$ cat src/qcfg_pkg.sv
package qcfg_pkg;
  // ****************************************
  // Opcodes
  // ****************************************
  localparam logic [7:0] OP_READ_CFG = 8'h3F;
  localparam logic [7:0] OP_QCFG_B1 = 8'h3D;
  localparam logic [7:0] OP_QCFG_B2 = 8'h2A;
  localparam logic [7:0] OP_QCFG_B3 = 8'h81;
  localparam logic [7:0] OP_QCFG_SET = 8'h66;
  localparam logic [7:0] OP_QCFG_CLR = 8'h67;
  localparam logic [7:0] OP_READ_STATUS = 8'h05;
  localparam logic [7:0] OP_QUAD_READ = 8'h6B;
  localparam logic [7:0] OP_QUAD_WRITE = 8'h44;
  localparam logic [23:0] QCFG_PREFIX = 24'h3D_2A81;
  // ****************************************
  // Configuration and status layout
  // ****************************************
  localparam int QE_BIT = 7;
  localparam logic [7:0] CFG_FIXED = 8'h08;
  localparam logic QE_FACTORY = 1'b0;
  localparam int READY_BIT = 7;
  localparam logic [5:0] QCFG_BITS = 6'd32;
  localparam logic [5:0] BITS_MAX = 6'd63;
  // ****************************************
  // Timing
  // ****************************************
  localparam int CLK_PERIOD_NS = 10;
  localparam int CFG_WRITE_TIME_NS = 15_000_000;
  localparam int CFG_WRITE_CYCLES = CFG_WRITE_TIME_NS / CLK_PERIOD_NS;
  localparam int SCK_HALF_CYCLES = 4;
  localparam int READ_BYTES = 2;
  // ****************************************
  // Host register map
  // ****************************************
  localparam int APB_AW = 8;
  localparam logic [7:0] REG_CTRL = 8'h00;
  localparam logic [7:0] REG_STAT = 8'h04;
  localparam logic [1:0] CMD_READ_CFG = 2'h0;
  localparam logic [1:0] CMD_READ_STATUS = 2'h1;
  localparam logic [1:0] CMD_QE_SET = 2'h2;
  localparam logic [1:0] CMD_QE_CLR = 2'h3;
  localparam int STAT_BUSY_BIT = 0;
  localparam int STAT_BYTE_LSB = 8;
endpackage : qcfg_pkg

$ cat src/qcfg_spi_if.sv
`timescale 1ns/1ps
interface qcfg_spi_if;
  logic cs_n;
  logic sck;
  logic si;
  logic so;
  logic so_oe;
  logic wp_n_io2;
  logic rst_n_io3;
  modport dev (input cs_n, input sck, input si, input wp_n_io2, input rst_n_io3, output so, output so_oe);
  modport host (output cs_n, output sck, output si, output wp_n_io2, output rst_n_io3, input so, input so_oe);
endinterface : qcfg_spi_if

$ cat src/qcfg_device.sv
`timescale 1ns/1ps
module qcfg_device #(
  parameter int WRITE_CYCLES = qcfg_pkg::CFG_WRITE_CYCLES
) (
  // Clock and reset
  input wire logic pclk,
  input wire logic presetn,
  // Link
  qcfg_spi_if.dev spi,
  // Device state
  output logic quad_io_enable_flag,
  output logic ready,
  // Control pins seen while quad is off
  output logic protect_active,
  output logic hw_reset_req,
  // Quad command accepted
  output logic quad_cmd_pulse,
  output logic [7:0] quad_cmd_opcode
);
  import qcfg_pkg::*;

  typedef enum logic [2:0] {QD_IDLE, QD_RDCFG, QD_RDSTAT, QD_QSEQ, QD_ARMED, QD_IGNORE} qcfg_dst_t;
  typedef struct packed {
    qcfg_dst_t st;
    logic sck_q;
    logic cs_q;
    logic [7:0] sh;
    logic [5:0] cnt;
    logic [2:0] oidx;
    logic so;
    logic so_oe;
    logic busy;
    logic [31:0] tmr;
    logic wr_val;
    logic commit;
    logic qe_o;
    logic ready_o;
    logic prot;
    logic rstreq;
    logic qpulse;
    logic [7:0] qop;
  } qcfg_dreg_t;

  localparam logic [31:0] TMR_LOAD = 32'(WRITE_CYCLES - 1);

  qcfg_dreg_t q;
  qcfg_dreg_t d;
  logic rise;
  logic fall;
  logic [5:0] cnt_n;
  logic [7:0] sh_n;
  logic [7:0] out_byte;
  // Non-volatile cell; deliberately outside presetn so resets never touch it
  logic nv_qe_q = QE_FACTORY;

  // ****************************************
  // Helpers
  // ****************************************
  function automatic logic [7:0] cfg_byte(input logic qe);
    logic [7:0] b;
    b = CFG_FIXED;
    b[QE_BIT] = qe;
    cfg_byte = b;
  endfunction : cfg_byte

  function automatic logic [7:0] exp_byte(input logic [2:0] k);
    case (k)
      3'd2: exp_byte = OP_QCFG_B2;
      3'd3: exp_byte = OP_QCFG_B3;
      default: exp_byte = OP_QCFG_B1;
    endcase
  endfunction : exp_byte

  function automatic logic is_quad_op(input logic [7:0] op);
    is_quad_op = (op == OP_QUAD_READ) || (op == OP_QUAD_WRITE);
  endfunction : is_quad_op

  always_comb begin
    d = q;
    d.commit = 1'b0;
    d.qpulse = 1'b0;
    d.sck_q = spi.sck;
    d.cs_q = spi.cs_n;
    rise = spi.sck && !q.sck_q;
    fall = !spi.sck && q.sck_q;
    cnt_n = (q.cnt == BITS_MAX) ? BITS_MAX : q.cnt + 6'd1;
    sh_n = {q.sh[6:0], spi.si};
    out_byte = 8'h00;
    out_byte[READY_BIT] = !q.busy;
    if (q.st == QD_RDCFG) begin
      out_byte = cfg_byte(nv_qe_q);
    end
    // ****************************************
    // Self-timed programming
    // ****************************************
    // Presetn abandons a write in flight; the cell keeps its old value
    // One wide down-counter instead of a prescaler: simple, at the cost of flops
    if (q.busy) begin
      if (q.tmr == 32'h0000_0000) begin
        d.busy = 1'b0;
        d.commit = 1'b1;
      end else begin
        d.tmr = q.tmr - 32'h0000_0001;
      end
    end
    // ****************************************
    // Command framing
    // ****************************************
    if (spi.cs_n) begin
      // Update starts only on a deselect exactly after the 32nd bit
      if (!q.cs_q && q.st == QD_ARMED && q.cnt == QCFG_BITS && !q.busy) begin
        d.busy = 1'b1;
        d.tmr = TMR_LOAD;
      end
      d.st = QD_IDLE;
      d.cnt = 6'd0;
      d.so_oe = 1'b0;
      // Parked low so no stale bit lingers on the released line
      d.so = 1'b0;
    end else if (rise) begin
      d.sh = sh_n;
      d.cnt = cnt_n;
      if (q.st == QD_ARMED) begin
        d.st = QD_IGNORE;
      end else if (cnt_n[2:0] == 3'd0) begin
        // Opcode decode on byte boundaries only
        case (q.st)
          QD_IDLE: begin
            if (sh_n == OP_READ_CFG && !q.busy) begin
              d.st = QD_RDCFG;
              d.so_oe = 1'b1;
              d.oidx = 3'd7;
            // Status stays readable while programming runs
            end else if (sh_n == OP_READ_STATUS) begin
              d.st = QD_RDSTAT;
              d.so_oe = 1'b1;
              d.oidx = 3'd7;
            end else if (sh_n == OP_QCFG_B1 && !q.busy) begin
              d.st = QD_QSEQ;
            end else begin
              d.st = QD_IGNORE;
              if (is_quad_op(sh_n) && nv_qe_q) begin
                d.qpulse = 1'b1;
                d.qop = sh_n;
              end
            end
          end
          QD_QSEQ: begin
            if (cnt_n == QCFG_BITS) begin
              d.st = QD_ARMED;
              if (sh_n == OP_QCFG_SET) begin
                d.wr_val = 1'b1;
              end else if (sh_n == OP_QCFG_CLR) begin
                d.wr_val = 1'b0;
              end else begin
                d.st = QD_IGNORE;
              end
            end else if (sh_n != exp_byte(cnt_n[5:3])) begin
              d.st = QD_IGNORE;
            end
          end
          default: d.st = q.st;
        endcase
      end
    end else if (fall && (q.st == QD_RDCFG || q.st == QD_RDSTAT)) begin
      // Index wraps so the same byte keeps coming out
      d.so = out_byte[q.oidx];
      d.oidx = q.oidx - 3'd1;
    end
    // ****************************************
    // Pin roles
    // ****************************************
    d.qe_o = nv_qe_q;
    d.ready_o = !d.busy;
    // With quad on, the pins are data lines and lose their control meaning
    // Data patterns on the quad lines can never protect or reset the part
    d.prot = !nv_qe_q && !spi.wp_n_io2;
    d.rstreq = !nv_qe_q && !spi.rst_n_io3;
  end

  always_ff @(posedge pclk or negedge presetn) begin
    if (!presetn) begin
      q <= '{st: QD_IDLE, sck_q: 1'b0, cs_q: 1'b1, ready_o: 1'b1, default: '0};
    end else begin
      q <= d;
    end
  end

  // ****************************************
  // Non-volatile storage
  // ****************************************
  // Only the flag bit is stored; the other bits are constants
  always_ff @(posedge pclk) begin
    if (q.commit) begin
      nv_qe_q <= q.wr_val;
    end
  end

  // ****************************************
  // Outputs
  // ****************************************
  assign spi.so = q.so;
  assign spi.so_oe = q.so_oe;
  assign quad_io_enable_flag = q.qe_o;
  assign ready = q.ready_o;
  assign protect_active = q.prot;
  assign hw_reset_req = q.rstreq;
  assign quad_cmd_pulse = q.qpulse;
  assign quad_cmd_opcode = q.qop;
endmodule : qcfg_device

$ cat src/flat_wrapper.sv
// flat-port wrapper written by rule: the top's interface ports become plain ports
module qcfg_device_flat import qcfg_pkg::*;
#(
  parameter int WRITE_CYCLES = qcfg_pkg::CFG_WRITE_CYCLES
)
  (pclk, presetn, quad_io_enable_flag, ready, protect_active, hw_reset_req, quad_cmd_pulse, quad_cmd_opcode, spi_cs_n, spi_sck, spi_si, spi_wp_n_io2, spi_rst_n_io3, spi_so, spi_so_oe);
  qcfg_spi_if spi_i ();
  input wire logic pclk;
  input wire logic presetn;
  output logic quad_io_enable_flag;
  output logic ready;
  output logic protect_active;
  output logic hw_reset_req;
  output logic quad_cmd_pulse;
  output logic [7:0] quad_cmd_opcode;
  input wire logic [$bits(spi_i.cs_n)-1:0] spi_cs_n;
  input wire logic [$bits(spi_i.sck)-1:0] spi_sck;
  input wire logic [$bits(spi_i.si)-1:0] spi_si;
  input wire logic [$bits(spi_i.wp_n_io2)-1:0] spi_wp_n_io2;
  input wire logic [$bits(spi_i.rst_n_io3)-1:0] spi_rst_n_io3;
  output wire logic [$bits(spi_i.so)-1:0] spi_so;
  output wire logic [$bits(spi_i.so_oe)-1:0] spi_so_oe;
  assign spi_i.cs_n = spi_cs_n;
  assign spi_i.sck = spi_sck;
  assign spi_i.si = spi_si;
  assign spi_i.wp_n_io2 = spi_wp_n_io2;
  assign spi_i.rst_n_io3 = spi_rst_n_io3;
  assign spi_so = spi_i.so;
  assign spi_so_oe = spi_i.so_oe;
  qcfg_device #(.WRITE_CYCLES(WRITE_CYCLES)) u_core (.pclk(pclk), .presetn(presetn), .spi(spi_i), .quad_io_enable_flag(quad_io_enable_flag), .ready(ready), .protect_active(protect_active), .hw_reset_req(hw_reset_req), .quad_cmd_pulse(quad_cmd_pulse), .quad_cmd_opcode(quad_cmd_opcode));
endmodule
$ cat config.mk
export PLATFORM = sky130hd
export DESIGN_NAME = qcfg_device_flat
export DESIGN_NICKNAME = d
export VERILOG_FILES = /design/src/qcfg_pkg.sv /design/src/qcfg_spi_if.sv /design/src/qcfg_device.sv /design/src/flat_wrapper.sv
export SDC_FILE = /design/constraint.sdc
export NUM_CORES = 1
export LEC_CHECK = 0
export ABC_AREA = 1
export BUFFER_PORTS_ARGS = -buffer_cell sky130_fd_sc_hd__buf_2
export CORE_MARGIN = 1.5
export CORE_UTILIZATION = 50
export CTS_CLUSTER_SIZE = 16
export DETAILED_ROUTE_END_ITERATION = 8
export HOLD_SLACK_MARGIN = 0.05
export PLACE_DENSITY = 0.67
export SLEW_MARGIN = 20
export SYNTH_ARGS = -nofsm -noshare
export SYNTH_HDL_FRONTEND = slang
export SYNTH_SLANG_ARGS = --single-unit
$ cat constraint.sdc
create_clock -name pclk -period 2.3 [get_ports pclk]
set_input_delay 0.115 -clock pclk [delete_from_list [all_inputs] [get_ports pclk]]
set_output_delay 0.115 -clock pclk [all_outputs]
set_load 0.03 [all_outputs]
# ---- After elaboration in Yosys (flattened, before gate mapping)
# Index checks and enable logic that the tools add are counted.
dict set report word_totals {
  ramBits 0
  latchBits 0
  rom_bits 0
  output_inout_bits 15
  regBits 72
  word_cells 150
  n_memories 0
  inputBits 7
}
dict set report op_classes {
  order_cmp 1
  mul 0
  n_bitwise 5
  mux 58
  addsub 3
  reduce_logical 40
  shift 0
  eq_ne 24
  div 0
}
# cell count
set op_table {}
lappend op_table {{$mux 33} 3}
lappend op_table {{$mux 9} 9}
lappend op_table {{$mux 8} 7}
lappend op_table {{$mux 3} 16}
lappend op_table {{$eq 8x7->1 const B} 4}
lappend op_table {{$logic_not 32->1} 1}
lappend op_table {{$mux 32} 1}
lappend op_table {{$sub 32x1->32 const B} 1}
lappend op_table {{$eq 6x6->1 const B} 3}
lappend op_table {{$mux 6} 3}
lappend op_table {{$eq 8x6->1 const B} 2}
lappend op_table {{$pmux 8 s2} 1}
lappend op_table {{$mux 1} 14}
lappend op_table {{$eq 3x2->1 const B} 4}
lappend op_table {{$reduce_bool 2->1} 6}
lappend op_table {{$logic_and 1x1->1} 11}
lappend op_table {{$ne 2x2->1 const B} 5}
lappend op_table {{$reduce_and 9->1} 1}
lappend op_table {{$eq 8x3->1 const B} 1}
lappend op_table {{$logic_not 1->1} 8}
lappend op_table {{$ne 8x8->1} 1}
lappend op_table {{$reduce_and 7->1} 1}
lappend op_table {{$add 6x1->6 const B} 1}
lappend op_table {{$logic_not 3->1} 2}
lappend op_table {{other kinds (18)} 25}

# ---- Logic depth before layout (Yosys ltp)
dict set report depth {
  depth_word 18
  ltp_mapped 16
  ltp_nobuf 16
}

# ---- Worst setup path after synthesis
# OpenSTA, ideal clock, no wires.
dict set report synth_path {
  kind {register to register}
  startpoint {register u_core.q[53] (netlist name)}
  endpoint {register u_core.q[71] (netlist name)}
  arrival_ns 1.592
  path_stages_with_launch 15
  required_ns 2.183
  synth_period_minus_slack_ns 1.709
  setup_ns 0.117
  path_buffers 0
  slack_ns 0.591
  path_cell_list {dfrtp_1 > inv_1 > ha_1 > nor2_1 > nand3_1 > nor2_1 > nand2_1 > nand2_1 > nor2_1 > nand3_1 > nand2_1 > nand2_1 > nand2_1 > nand2_1 > nand2_1}
}
dict set report synth_between {
  elab_chain_len 13
  word_cells_on_any_way 24
  classes_between {1 x add/sub; 6 x eq/ne; 14 x mux; 3 x reduce/logical}
}
# element line
set synth_lines {}
lappend synth_lines {{start, declared} qcfg_device.sv:46} ;# qcfg_dreg_t q;
lappend synth_lines {{start signal, assigned} qcfg_device.sv:183} ;# q <= '{st: QD_IDLE, sck_q: 1'b0, cs_q: 1'b1, ready_o: 1'b1, default: '0};
lappend synth_lines {{start signal, assigned} qcfg_device.sv:185} ;# q <= d;
lappend synth_lines {{$add 6x1->6 or $eq 6x6->1 (tied branches)} qcfg_device.sv:86} ;# cnt_n = (q.cnt == BITS_MAX) ? BITS_MAX : q.cnt + 6'd1;
lappend synth_lines {{$mux 6 (*)} qcfg_device.sv:86}
lappend synth_lines {{$eq 3x2->1} qcfg_device.sv:67} ;# case (k)
lappend synth_lines {{$pmux 8 s2} qcfg_device.sv:67}
lappend synth_lines {{$mux 8} qcfg_device.sv:149} ;# if (cnt_n == QCFG_BITS) begin
lappend synth_lines {{$mux 8} qcfg_device.sv:127} ;# case (q.st)
lappend synth_lines {{$mux 8} qcfg_device.sv:125} ;# end else if (cnt_n[2:0] == 3'd0) begin
lappend synth_lines {{$mux 8} qcfg_device.sv:123} ;# if (q.st == QD_ARMED) begin
lappend synth_lines {{$mux 8} qcfg_device.sv:120} ;# end else if (rise) begin
lappend synth_lines {{$mux 8} qcfg_device.sv:109} ;# if (spi.cs_n) begin
lappend synth_lines {{$ne 8x8->1} qcfg_device.sv:158} ;# end else if (sh_n != exp_byte(cnt_n[5:3])) begin
lappend synth_lines {{$ne 5x2->1 (no source line)} -}
lappend synth_lines {{$reduce_and 4->1 (no source line)} -}
# Every way passes the cells marked *; elsewhere a longest branch is shown, timed or not. The select of a mux whose other input is x is not followed.
# A chain may end at the register's enable or synchronous reset.

# ---- Worst setup path in the final report
dict set report layout_path {
  startpoint {register u_core.q[53] (netlist name)}
  endpoint {register u_core.q[69] (netlist name)}
}
# The elaborated chain is that of the path after synthesis.

==> impl_metrics.yaml <==
run_status:
  status: "completed"
synthesis:
  synth_fp_nets: 571
  synth_most_common_cell: "nand2_1"
  ys.flop_type: "dfrtp_1"
  synth_area_um2: 4180
  synth_async_sr_flop_share: 0.986
  ys_warn_count: 0
  synthCells: 559
  synthDistinctLibCells: 43
  synth_edf_count: 1
  avgSynthCellArea_um2: 7.48
  synth_common_cells: "nand2_1 (107), nor2_1 (101), dfrtp_1 (69)"
  netlist.area_leader.share: 0.413
  ys_ff_latch: 72
  synth_area_leaders: "dfrtp_1 (41%), nand2_1 (9.6%), nor2_1 (9.1%), inv_1 (5.7%), nand3_1 (5.3%)"
  ys_seq_area_frac: 0.433
  synth_top_area_cell: "dfrtp_1"
sta:
  whs_ps: 407
  slew_viol_final: 0
  fmax_ghz: 0.498
  finalCritPeriodShare: 0.873
  setup_viol_count_final: 0
  relSlewSlack: 0.413
  finalHoldViolCount: 0
  final.setup.tns_ps: 0
  fin_crit_ps: 2010
  rsz0062_at_grt: "false"
  worstMarginPinSlew_ps: 881
  finalClockSkew_ps: 9.95
route:
  wl_per_cell_um: 14.0
  drt_first_iter_violations: 265
  routed_wirelength_mm: 9.67
  vias_per_cell: 5.37
  first_pass_iters: 5
  drc: 0
  ant_nets: 0
  num_vias: 3724
worst_hold_path:
  hp-class: "in -> async"
worst_setup_path:
  path_common_cell: "nand2_1"
  path_cells: "ha_1 -> nand2_1 -> inv_1 -> nand2_2 -> nand3_1 -> nor2_1 -> nand2_1 -> nand2_1 -> nor2_1 -> nand3_1 -> nand2_1 -> nand2_1 -> nand2_1 -> nand2_1 -> nand2_1"
  worstSetupPathType: "reg -> reg"
  critical_path.max_stage_delay_ps: 430
  critPathCaptureType: "flop"
  ff2ff_path_depth: 15
  worstPathMaxFanout: 6
  crit_buf_inv: 1
  start_kind: "flop"
  cp.arrival_ps: 2260
  cp_top_family: "simple AND/OR/NAND/NOR gates"
  cp_slowest_cell: "dfrtp_1"
  worst_ep_required_time_ps: 2550
  worst-path-stages: 15
clock_network:
  clock-sinks: 72
  cts-root-buf: "clkbuf_8"
  cts_setup_buffers: 0
  clkLatencyLatePin_ps: 350
  clock_path_buffers: 2
  numCtsBuffers: 9
  clk_pin_slew_ps: 90
  ctsHtreeMaxLevel: 3
  cts_tree: "yes"
power:
  leakagePower_nw: 2.01
  pwr-share-comb: 0.205
  internal_power_w: 0.00208
  powerDensity_nw_per_um2: 706
  p_switching_w: 0.00115
  p_seq_frac: 0.497
  vdd_ir_drop_max_uv: 413
  p_sw_frac: 0.356
  pwr-share-clk: 0.298
floorplanning:
  die_x_um: 94.4
  die_h_um: 94.4
  design.core.area_um2: 8180
  rows: 33
  io_pins: 22
  start_util: 0.511
  die-area_um2: 8920
layout:
  area_delta_synth_final_pct: 9.70
  fin_cells: 693
  diodes: 0
  drive_gt1_frac: 0.109
  nets: 595
global_route:
  track_usage: 0.237
  grt_pass1_wl_mm: 16.4
  grt_max_degree: 72
  antenna_found_initial: 0
  grt_pass1_vias: 3442
  globalRoute.totalOverflow: 0
place:
  io_buffers: 21
  dpl.cell_count: 671
  place_hpwl_mm: 7.12
  place.gp.congestion: 0.932
run:
  maxCapViolCount: 0
[worst paths after layout]
| check | from | end | slack [ps] |
|---|---|---|---|
| max | u_core.q[53] | u_core.q[69] | 290 |
| min | presetn | u_core.q[37] | 410 |
| max reg2reg | u_core.q[53] | u_core.q[69] | 290 |
| min reg2reg | u_core.q[13] | u_core.nv_qe_q | 450 |
| max in group asynchronous | presetn | u_core.q[30] | 1310 |
| min in group pclk | spi_sck | u_core.q[68] | 420 |
[metal layers]
metal / track usage / up-vias / routed length, um
met5: 0 / - / 0
met4: 0.0808 / 0 / 144
met3: 0.0370 / 15 / 559
met2: 0.332 / 109 / 4020
met1: 0.367 / 1739 / 4950
li1: - / 1861 / -
[per-stage QoR]
step                      utilization  setup WS, ps  instance area, um^2  power, W
after floorplan                     -           591                 4180   0.00207
after global placement          0.531           364                 4340   0.00226
after detailed placement        0.531           334                 4340   0.00228
after CTS                       0.561           321                 4590   0.00327
after global routing            0.561           106                 4590   0.00345
final                           0.561           292                 4590   0.00324
[power groups by stage]
stage | sequential, W | combinational, W | clock [W]
4_1_cts | 0.00161 | 0.000666 | 0.00100
2_1_floorplan | 0.00158 | 0.000489 | 0
5_1_grt | 0.00163 | 0.000768 | 0.00105
3_3_place_gp | 0.00162 | 0.000635 | 0
3_5_place_dp | 0.00163 | 0.000656 | 0
6_report | 0.00161 | 0.000664 | 0.000967
[worst register-to-register path: stages (launching register included)]
cell and delay (ps):
dfrtp_1 430, ha_1 260, nand2_1 90, inv_1 60
nand2_2 130, nand3_1 150, nor2_1 150, nand2_1 70
nand2_1 60, nor2_1 40, nand3_1 60, nand2_1 60
nand2_1 110, nand2_1 100, nand2_1 80, nand2_1 50
[cell families after synthesis]
logic type / count (synthesis) / synth area share
adders and majority gates: 5 / 0.0150
xor gates and xnor gates: 19 / 0.0398
AOI/OAI and AO/OA: 81 / 0.107
and+or+nand+nor: 294 / 0.315
DFF: 72 / 0.433
buffers and inverters: 88 / 0.0910
[placed cells by master (no fill, tap or decap), types with 5 or more instances in the layout]
cell type and count:
nand4_1 10, nor4_1 5, nand3_1 44, a21oi_1 14, clkbuf_8 9, nand2_1 107, dlygate4sd3_1 6, o21ai_0 42
o21ai_1 12, nor3_1 10, buf_4 6, dfrtp_1 69, buf_2 20, inv_1 64, ha_1 5, xor2_1 16
nor2_1 101
[flip-flops by register name, indices dropped and copies added, names as in the netlist]
| signal | flops |
|---|---|
| u_core.nv_qe_q | 1 |
| u_core.q | 56 |
| u_core.quad_io_enable_flag | 1 |
| u_core.quad_cmd_pulse | 1 |
| u_core.ready | 1 |
| u_core.spi.so | 1 |
| u_core.hw_reset_req | 1 |
| u_core.protect_active | 1 |
| u_core.quad_cmd_opcode | 8 |
| u_core.spi.so_oe | 1 |
[cell type report]
class	instances	area (um^2)
Sequential cell	72	1810
Inverter	69	262
Tap cell	105	131
Timing Repair Buffer	32	205
Clock buffer	9	124
Multi-Input combinational cell	399	1990
Fill cell	786	3590
Clock inverter	7	63.8
[what timing repair did]
action | 4_1_cts | 5_1_grt
hold buffers | 6 | 0
gates resized for setup | 0 | 0
hold endpoints to repair | 74 | 0
endpoints found under the setup margin | 0 | 0
Power figures use the tool's default switching activity.
